File: src/include/amp_fault_consts.svh
`ifndef AMP_FAULT_CONSTS_SVH
`define AMP_FAULT_CONSTS_SVH

// clock rate and timing figures
`define AFR_CLK_HZ 125000000
`define AFR_PULSE_US 10
`define AFR_PULSE_CYC ((`AFR_PULSE_US * (`AFR_CLK_HZ / 1000000)))
`define AFR_RESTART_US 20
`define AFR_RESTART_CYC ((`AFR_RESTART_US * (`AFR_CLK_HZ / 1000000)))
`define AFR_CNT_W 16
`define AFR_MODE_AUTO 3'h0
`define AFR_SYNC_W 3

`endif

File: src/include/amp_fault_pkg.sv
package amp_fault_pkg;
	typedef enum logic [1:0] {
		ST_RUN = 2'b00,
		ST_FAULT = 2'b01,
		ST_RESTART = 2'b10,
		ST_REPORT = 2'b11
	} prot_state_e;
endpackage

File: src/pin_sync.sv
`timescale 1ns/1ps
`include "amp_fault_consts.svh"

// three-stage synchroniser; output changes once stages two and three agree
module pin_sync (
	input wire logic i_clk_sys,
	input wire logic i_nrst,
	input wire logic i_async,
	output logic o_sync
);
	logic [`AFR_SYNC_W-1:0] stage_reg;

	always_ff @(posedge i_clk_sys or negedge i_nrst) begin
		if (!i_nrst) begin
			stage_reg <= '0;
		end else begin
			stage_reg <= {stage_reg[`AFR_SYNC_W-2:0], i_async};
		end
	end

	always_ff @(posedge i_clk_sys or negedge i_nrst) begin
		if (!i_nrst) begin
			o_sync <= 1'b0;
		end else if (stage_reg[1] == stage_reg[2]) begin
			o_sync <= stage_reg[2];
		end
	end
endmodule

File: src/amp_fault_status_reporting.sv
`timescale 1ns/1ps
`include "amp_fault_consts.svh"

// Overview of operation
// RULE1: drive both lines low on over-temperature error.
// RULE2: warning released, shutdown low means undervoltage or over-current.
// RULE3: both lines released means normal operation, nothing pending.
// RULE4: all three mode pins low selects auto-recovery after every error.
// RULE5: after restart, pulse shutdown low briefly, then resume normal.
// RULE6: warning outputs of all stages wire-OR onto one shared line.
// RULE7: shutdown outputs of all stages wire-OR onto one shared line.
// RULE8: fault lines are open drain: pull low or release.
// RULE9: controller synchronises and decodes both shared lines together.
module amp_fault_status_reporting #(
	parameter int PULSE_CYC = `AFR_PULSE_CYC,
	parameter int RESTART_CYC = `AFR_RESTART_CYC
) (
	input wire logic i_clk_sys,
	input wire logic i_nrst,
	input wire logic i_temp_warn,
	input wire logic i_temp_err,
	input wire logic i_over_current,
	input wire logic i_under_voltage,
	input wire logic i_config_select_pins,
	input wire logic i_config_select_pins_b,
	input wire logic i_config_select_pins_c,
	input wire logic i_over_temp_warning_n,
	input wire logic i_shutdown_report_n,
	input wire logic i_clear_fault,
	output logic o_over_temp_warning_n,
	output logic o_over_temp_warning_n_oe,
	output logic o_shutdown_report_n,
	output logic o_shutdown_report_n_oe,
	output logic o_stage_enable,
	output logic o_auto_mode,
	output logic o_shared_warn,
	output logic o_shared_shutdown
);
	logic warn_s, terr_s, ocur_s, uvlo_s, m1_s, m2_s, m3_s, clr_s;
	logic otw_low_s, sd_low_s;
	logic [6:0] sync_out;
	logic [8:0] all_in;
	logic [8:0] all_sync;
	amp_fault_pkg::prot_state_e state_reg;
	logic [`AFR_CNT_W-1:0] cnt_reg;
	logic fault_any, auto_reg, ot_fault_reg, oc_fault_reg, uv_reg;
	logic drive_warn, drive_sd;

	// lines synced inverted, so the reset value matches a released line
	assign all_in = {i_temp_warn, i_temp_err, i_over_current,
		i_under_voltage, i_config_select_pins, i_config_select_pins_b,
		i_config_select_pins_c, i_clear_fault, ~i_over_temp_warning_n};

	genvar g;
	generate
		for (g = 0; g < 9; g++) begin : g_sync
			pin_sync u_sync (
				.i_clk_sys(i_clk_sys),
				.i_nrst(i_nrst),
				.i_async(all_in[g]),
				.o_sync(all_sync[g])
			);
		end
	endgenerate
	assign sync_out = all_sync[8:2];

	pin_sync u_sd_sync (
		.i_clk_sys(i_clk_sys),
		.i_nrst(i_nrst),
		.i_async(~i_shutdown_report_n),
		.o_sync(sd_low_s)
	);

	assign {warn_s, terr_s, ocur_s, uvlo_s, m1_s, m2_s, m3_s} = sync_out;
	assign clr_s = all_sync[1];
	assign otw_low_s = all_sync[0];
	assign fault_any = terr_s | ocur_s | uvlo_s;

	// mode pins sampled while running; auto recovery only with all low
	always_ff @(posedge i_clk_sys or negedge i_nrst) begin
		if (!i_nrst) begin
			auto_reg <= 1'b0;
		end else if (state_reg == amp_fault_pkg::ST_RUN) begin
			auto_reg <= ({m1_s, m2_s, m3_s} == `AFR_MODE_AUTO); // RULE4
		end
	end

	// protection sequencer
	always_ff @(posedge i_clk_sys or negedge i_nrst) begin
		if (!i_nrst) begin
			state_reg <= amp_fault_pkg::ST_RUN;
			cnt_reg <= '0;
		end else begin
			unique case (state_reg)
			amp_fault_pkg::ST_RUN: begin
				cnt_reg <= '0;
				if (fault_any) begin
					state_reg <= amp_fault_pkg::ST_FAULT;
				end
			end
			amp_fault_pkg::ST_FAULT: begin
				// latched stages wait for an external clear
				if (!fault_any && (auto_reg || clr_s)) begin // RULE4
					state_reg <= amp_fault_pkg::ST_RESTART;
					cnt_reg <= '0;
				end
			end
			amp_fault_pkg::ST_RESTART: begin
				if (fault_any) begin
					state_reg <= amp_fault_pkg::ST_FAULT;
				end else if (cnt_reg == `AFR_CNT_W'(RESTART_CYC - 1)) begin
					state_reg <= amp_fault_pkg::ST_REPORT;
					cnt_reg <= '0;
				end else begin
					cnt_reg <= cnt_reg + 1'b1;
				end
			end
			amp_fault_pkg::ST_REPORT: begin
				if (fault_any) begin
					state_reg <= amp_fault_pkg::ST_FAULT;
				end else if (cnt_reg == `AFR_CNT_W'(PULSE_CYC - 1)) begin
					state_reg <= amp_fault_pkg::ST_RUN; // RULE5
					cnt_reg <= '0;
				end else begin
					cnt_reg <= cnt_reg + 1'b1;
				end
			end
			endcase
		end
	end

	// cause of the fault re-registered every cycle from the synced inputs, so it clears with them
	always_ff @(posedge i_clk_sys or negedge i_nrst) begin
		if (!i_nrst) begin
			ot_fault_reg <= 1'b0;
			oc_fault_reg <= 1'b0;
			uv_reg <= 1'b0;
		end else begin
			ot_fault_reg <= terr_s;
			oc_fault_reg <= ocur_s;
			uv_reg <= uvlo_s;
		end
	end

	// decode: 00 temp error, 01 warning, 10 uvlo/current, 11 ok
	always_comb begin
		drive_warn = 1'b0;
		drive_sd = 1'b0;
		if (ot_fault_reg) begin
			drive_warn = 1'b1; // RULE1
			drive_sd = 1'b1;
		end else if (oc_fault_reg || uv_reg) begin
			drive_sd = 1'b1; // RULE2
		end else if (state_reg != amp_fault_pkg::ST_RUN) begin
			drive_sd = 1'b1; // RULE5
		end else if (warn_s) begin
			drive_warn = 1'b1; // RULE1
		end
	end

	// open drain: data held low, enable low while pulling (RULE8)
	always_ff @(posedge i_clk_sys or negedge i_nrst) begin
		if (!i_nrst) begin
			o_over_temp_warning_n <= 1'b0;
			o_over_temp_warning_n_oe <= 1'b1;
			o_shutdown_report_n <= 1'b0;
			o_shutdown_report_n_oe <= 1'b1;
		end else begin
			o_over_temp_warning_n <= 1'b0;
			o_shutdown_report_n <= 1'b0;
			o_over_temp_warning_n_oe <= !drive_warn; // RULE8 RULE3
			o_shutdown_report_n_oe <= !drive_sd; // RULE8 RULE3
		end
	end

	// shared-line view: low from any stage shows here (wire-OR of lows)
	always_ff @(posedge i_clk_sys or negedge i_nrst) begin
		if (!i_nrst) begin
			o_shared_warn <= 1'b0;
			o_shared_shutdown <= 1'b0;
		end else begin
			o_shared_warn <= otw_low_s; // RULE6
			o_shared_shutdown <= sd_low_s; // RULE7
		end
	end

	assign o_stage_enable = (state_reg == amp_fault_pkg::ST_RUN);
	assign o_auto_mode = auto_reg;
endmodule

File: config.mk
export PLATFORM = sky130hd
export DESIGN_NAME = amp_fault_status_reporting
export DESIGN_NICKNAME = d
export VERILOG_FILES = /design/src/include/amp_fault_pkg.sv /design/src/pin_sync.sv /design/src/amp_fault_status_reporting.sv
export VERILOG_INCLUDE_DIRS = /design/src /design/src/include
export SDC_FILE = /design/constraint.sdc
export NUM_CORES = 1
export LEC_CHECK = 0
export CAP_MARGIN = 20
export CORE_MARGIN = 8
export CORE_UTILIZATION = 49
export CTS_CLUSTER_SIZE = 16
export DETAILED_ROUTE_END_ITERATION = 10
export DONT_BUFFER_PORTS = 1
export PLACE_DENSITY_LB_ADDON = 0.25
export SLEW_MARGIN = 20
export SYNTH_ARGS = -nofsm -noshare
export SYNTH_HDL_FRONTEND = slang
export SYNTH_SLANG_ARGS = --single-unit
export TNS_END_PERCENT = 50
File: constraint.sdc
create_clock -name i_clk_sys -period 4 [get_ports i_clk_sys]
set_input_delay 0.4 -clock i_clk_sys [delete_from_list [all_inputs] [get_ports i_clk_sys]]
set_output_delay 0.4 -clock i_clk_sys [all_outputs]
set_load 0.01 [all_outputs]
Word-level counts from Yosys, hierarchy flattened
Cells that the tools add are included.
Storage, ports and cells
  register bits: 66
  bits in latches: 0
  RAM bits: 0
  ROM bits: 0
  input port bits: 12
  output and inout port bits: 8
  word-level logic and storage cells: 87
  memories kept: 0
Operators by class
  add/subtract/negate cells: 1
  multiply operators: 0
  divide/modulo/power cells: 0
  magnitude comparators: 0
  eq/ne operators: 21
  shifts and indexed selects: 0
  multiplexer cells: 20
  bitwise operators: 4
  reductions and logical operators: 11
Operators with widths (count)
  $mux W16: 5
  $pmux W16 S4: 1
  $add A16 B1 Y16 const B: 1
  $eq A16 B11 Y1 const B: 1
  $eq A16 B12 Y1 const B: 1
  $mux W2: 6
  $eq A1 B1 Y1: 10
  $pmux W2 S4: 1
  $mux W1: 7
  $ne A2 B2 Y1 const B: 3
  $ne A3 B3 Y1 const B: 2
  $eq A2 B2 Y1 const B: 2
  $reduce_and A4 Y1: 1
  $logic_not A1 Y1: 3
  $logic_not A3 Y1: 1
  $reduce_and A3 Y1: 1
  $eq A2 B1 Y1 const B: 1
  $logic_not A2 Y1: 1
  $logic_or A1 B1 Y1: 2
  $ne A2 B1 Y1 const B: 1
  $not A1 Y1: 2
  $or A1 B1 Y1: 2
  $reduce_bool A2 Y1: 1
  $logic_and A1 B1 Y1: 1

Depth between registers and ports, before layout
  depth in word-level cells: 6
  mapped depth: 9
  mapped depth without buffers: 7

Modules after synthesis
Synthesis repeated with hierarchy kept, for this count alone.
Unflattened totals
  cells, all modules: 201
  area total of the unflattened synthesis: 2593.7 µm²
Modules (own cells, without submodules)
  amp_fault_status_reporting: instances 1, cells each 151, area an instance 1480.2 µm², seq. area each 653.1 µm²
  pin_sync: instances 10, cells each 5, area an instance 111.4 µm², seq. area each 100.1 µm²

Worst setup path after synthesis
OpenSTA, ideal clock, no wires.
  kind: register to register
  start: reg cnt_reg[0]
  end: reg cnt_reg[10]
  setup time: 0.138 ns
  data arrival time: 1.619 ns
  required time: 3.862 ns
  path slack: 2.243 ns
  stages on the path, launching flop included: 9
  path buffers: 2
  period minus slack after synthesis: 1.757 ns
  path through: dfrtp_1 -> ha_1 -> nand4bb_1 -> or3_1 -> a21o_1 -> buf_4 -> nand3_2 -> buf_6 -> o311ai_2
Between the ends
  word-level cells in the longest chain between the ends: 4
  elaborated cells between the ends (all ways): 8
  those cells by class: add/sub (1); eq/ne (2); mux (5)
Ends and longest elaborated chain
  from (decl): line amp_fault_status_reporting.sv:45  | logic [`AFR_CNT_W-1:0] cnt_reg;
  from (signal assigned): line amp_fault_status_reporting.sv:115  | cnt_reg <= cnt_reg + 1'b1;
  from (signal assigned): line amp_fault_status_reporting.sv:125  | cnt_reg <= cnt_reg + 1'b1;
  $add A16 B1 Y16 (tied with other cells): line amp_fault_status_reporting.sv:115, amp_fault_status_reporting.sv:125
  $mux W16, on equally long branches: line amp_fault_status_reporting.sv:121, amp_fault_status_reporting.sv:111
  $mux W16, on equally long branches: line amp_fault_status_reporting.sv:119, amp_fault_status_reporting.sv:109
  $pmux W16 S4 (*): line amp_fault_status_reporting.sv:94  | unique case (state_reg)
Mark *: on every way between the ends. The rest lies on a longest branch, timed or not. The select of a mux whose other input is x is not followed.
A chain may end at the register's enable or synchronous reset.

Worst setup path in the final report
  start: reg cnt_reg[0]
  end: reg cnt_reg[13]
The elaborated chain is that of the path after synthesis.

==> impl.org <==
** Detailed routing
- Routed WL per cell :: ~16 µm
- For this run, design rule violations remaining after detail routing come to 0.
- The detailed router placed 1,578 vias in this run.
- Total Routed Length :: roughly 4500 µm
- The count of nets left with antenna violations once routing finished came out at 0.
- Using the TritonRoute via totals, the vias-per-cell ratio works out to 5.52.
- The first detailed-routing pass ran for 4 iterations.
- For this block, the initial DRC count from the detailed router was 114.

** Die
- During I/O placement, the number of pins put on the boundary was 20.
- In this run the core area contains 26 standard-cell rows.
- Area of the die :: 7730 µm²
- The floorplan step set the die height to slightly below 90 µm.
- In this run the horizontal extent of the chip is roughly 88 µm.
- The initial utilization of the core area, before any placement, comes to 0.503.
- Area of the core :: between 5000 and 6000 µm²

** Clocking
- Clock Root Buffer :: sky130_fd_sc_hd__clkbuf_8
- H-tree depth :: 3
- TritonCTS clock tree :: done
- Hold repair after CTS inserted 2 buffers.
- Count of buffers added by post-CTS timing repair for setup :: 0
- TritonCTS Sinks :: between 60 and 70
- Once the clock tree was built, the resizer swapped 0 gates to a different size.
- The clock passes through at most 2 buffers.
- After clock tree synthesis, the clock-pin slew on the worst setup and hold paths is around 70 ps.
- The number of clock buffers added by TritonCTS is 9.
- Clock latency on the worst-skew pair, taken at its later pin, is about 330 ps.

** Timing
- Of the available clock period, the critical path in the final layout requires 0.541.
- Headroom to the max-slew limit came out at 0.541.
- The routed design could run at a clock period as short as 2160 ps.
- Based on the critical path, the design can be clocked at up to approximately 0.46 GHz.
- Number of max-slew violations in the final report :: 0
- Setup violations remaining at the end of the flow were counted as 0.
- Setup tns final :: 0 ps
- Final WS setup :: around 1800 ps
- At the pin with the least slew margin, the transition time is just under 700 ps.
- Between clock sinks in the finished design, the worst skew comes to approximately 7.7 ps.
- Setup repair after global routing left no endpoint under its margin.
- The hold violation count in the final report came to 0.

** Power
- Areal power density over the cells :: about 500 nW/µm²
- Total power of the final layout :: 1.38 mW
- Maximum resistive drop on vdd :: approximately 0.3 mV
- Static Leak :: 1.14 nW

** Global route
- After global routing the overflow that remains totals 0.
- Number of global-route vias before repair :: between 1,500 and 2,000
- Entering global routing, the biggest net connects 67 pins.
- Wire length of the first global-routing pass :: about 7600 µm
- Number of antenna violations at the first check in global routing :: 0
- Total track usage :: 0.131

** Synth
- Counting flops with a built-in enable in the synthesized netlist gives 0.
- By area the synthesized netlist is led by sky130_fd_sc_hd__dfrtp_1 (63%), sky130_fd_sc_hd__maj3_1 (3.9%), sky130_fd_sc_hd__nand2_1 (3.3%).
- #FFs+latches synth :: 66
- Post-synth cell types :: 43
- Most used DFF post-synth :: sky130_fd_sc_hd__dfrtp_1
- After synthesis, the mean cell area works out to 12.4 µm².
- For this run, the register share of the synthesized area comes to 0.653.
- Cell count after synthesis :: ~210
- Share of synthesized flip-flops with an asynchronous set or reset :: 1.00
- After synthesis the cells add up to around 2500 µm².
- Yosys top cell area share :: 0.632
- sky130_fd_sc_hd__dfrtp_1 takes more of the synthesized area than any other cell.
- Synthesis Warnings :: 0

** Run
- The tool flagged a number of max-cap violations equal to 0.

** Setup path
- Required arrival time at the worst endpoint :: ~4200 ps
- Critical path startpoint category :: flop
- Along the worst path, the maximum fanout reaches 11.
- STA classifies the critical path endpoint as a flop.
- The worst setup path is of the flop to flop kind.
- Data arrival, critical path :: around 2400 ps

** Finish
- Area growth from synthesis to layout :: 11.2%
- Ant. Diodes :: 0
- The library cells used most frequently in the layout, excluding fill and tap cells, are sky130_fd_sc_hd__dfrtp_1 (64), sky130_fd_sc_hd__nand2_1 (22), sky130_fd_sc_hd__nand3_1 (16), sky130_fd_sc_hd__inv_1 (14), sky130_fd_sc_hd__clkbuf_8 (11).
- Most common cell after layout, fill and taps aside :: sky130_fd_sc_hd__dfrtp_1
- Layout cell share with drive strength beyond 1 :: 0.144
- At the end of the flow the core is filled with cells to 0.559.
- At the end of the flow, the number of nets in the layout was about 230.
- The register with the most flip-flops in the layout has 27 of them.

** Status
- The flow ran to the end, and the final reports show no timing, DRC or antenna violations.

** Placed design
- DP Wirelength :: between 2000 and 3000 µm
- Number of buffers added on ports :: 0
- Before CTS, the worst setup slack after placement is between 1500 and 2000 ps.
- Routability-driven placement finished with a final weighted congestion of around 0.84.

** Min path
- Class of the most critical hold timing path :: input port to flop
[area by class of cell]
cell class | instances | area, µm²
clock inverter | 5 | 60.1
multi-input combinational | 118 | 774
tap | 70 | 87.6
clock buffer | 11 | 151
inverter | 14 | 52.6
timing repair buffer | 2 | 37.5
sequential | 66 | 1650
fill | 426 | 2220
[through the flow]
| stage | instance area, µm² | instances | hold WS, ps |
|---|---|---|---|
| 2_1_floorplan | 2540 | 206 | 104 |
| 3_3_place_gp | 2570 | 268 | 107 |
| 3_5_place_dp | 2570 | 268 | 108 |
| 4_1_cts | 2820 | 286 | 69.1 |
| 5_1_grt | 2820 | 286 | 57.4 |
| 6_report | 2820 | 286 | 89.7 |
[final timing paths]
| kind | depth (start not counted) | from | to | slack [ps] |
|---|---|---|---|---|
| setup / recovery | 6 | cnt_reg[0]$_DFFE_PN0P_ | cnt_reg[13]$_DFFE_PN0P_ | 1840 |
| hold / removal | 0 | i_config_select_pins_b | g_sync[3].u_sync.stage_reg[0]$_DFF_PN0_ | 90 |
| setup reg to reg | 6 | cnt_reg[0]$_DFFE_PN0P_ | cnt_reg[13]$_DFFE_PN0P_ | 1840 |
| hold reg to reg | 0 | g_sync[1].u_sync.stage_reg[0]$_DFF_PN0_ | g_sync[1].u_sync.stage_reg[1]$_DFF_PN0_ | 340 |
| max in group asynchronous | 2 | i_nrst | o_over_temp_warning_n_oe$_DFF_PN1_ | 3110 |
| min in group asynchronous | 2 | i_nrst | cnt_reg[12]$_DFFE_PN0P_ | 590 |
[power by group]
group	total [mW]	internal (mW)	switching, mW	leakage (nW)
registers	0.739	0.706	0.0334	0.805
clock network	0.574	0.325	0.249	0.106
logic	0.0648	0.0246	0.0401	0.226
[Yosys cell counts, types with 3 or more instances]
master / n
sky130_fd_sc_hd__o211ai_1: 3
sky130_fd_sc_hd__nand2_1: 22
sky130_fd_sc_hd__buf_4: 6
sky130_fd_sc_hd__a31oi_1: 6
sky130_fd_sc_hd__maj3_1: 10
sky130_fd_sc_hd__nand4_1: 5
sky130_fd_sc_hd__o22ai_1: 5
sky130_fd_sc_hd__nand3_1: 16
sky130_fd_sc_hd__inv_1: 14
sky130_fd_sc_hd__nor3_1: 4
sky130_fd_sc_hd__dfrtp_1: 64
sky130_fd_sc_hd__nor2_1: 8
[cell families (layout without fill, tap and decap cells)]
logic type,after synthesis,count (layout),share of synthesized area
AO/OA/AOI/OAI,30,30,0.0884
adder cells (fa/ha/maj),12,12,0.0494
buffers and inverters,22,32,0.0444
flip-flops,66,66,0.653
other,1,2,0.00148
AND/OR/NAND/NOR,74,74,0.164
[layer usage]
layer / up-vias / routed length [µm] / track usage
met1: 785 / 2080 / 0.159
li1: 739 / - / -
met2: 46 / 2110 / 0.194
met4: 0 / 73 / 0.0703
met3: 8 / 258 / 0.0535
met5: - / 0 / 0
[worst max-delay path, cell delays in order (launching register included)]
cell and delay, ps:
sky130_fd_sc_hd__dfrtp_1 440, sky130_fd_sc_hd__ha_1 280, sky130_fd_sc_hd__nand4bb_1 110, sky130_fd_sc_hd__or3_1 130, sky130_fd_sc_hd__a21o_1 390, sky130_fd_sc_hd__nand3_2 330, sky130_fd_sc_hd__o311ai_2 380
Note: power is estimated with default switching activity, not from simulation.
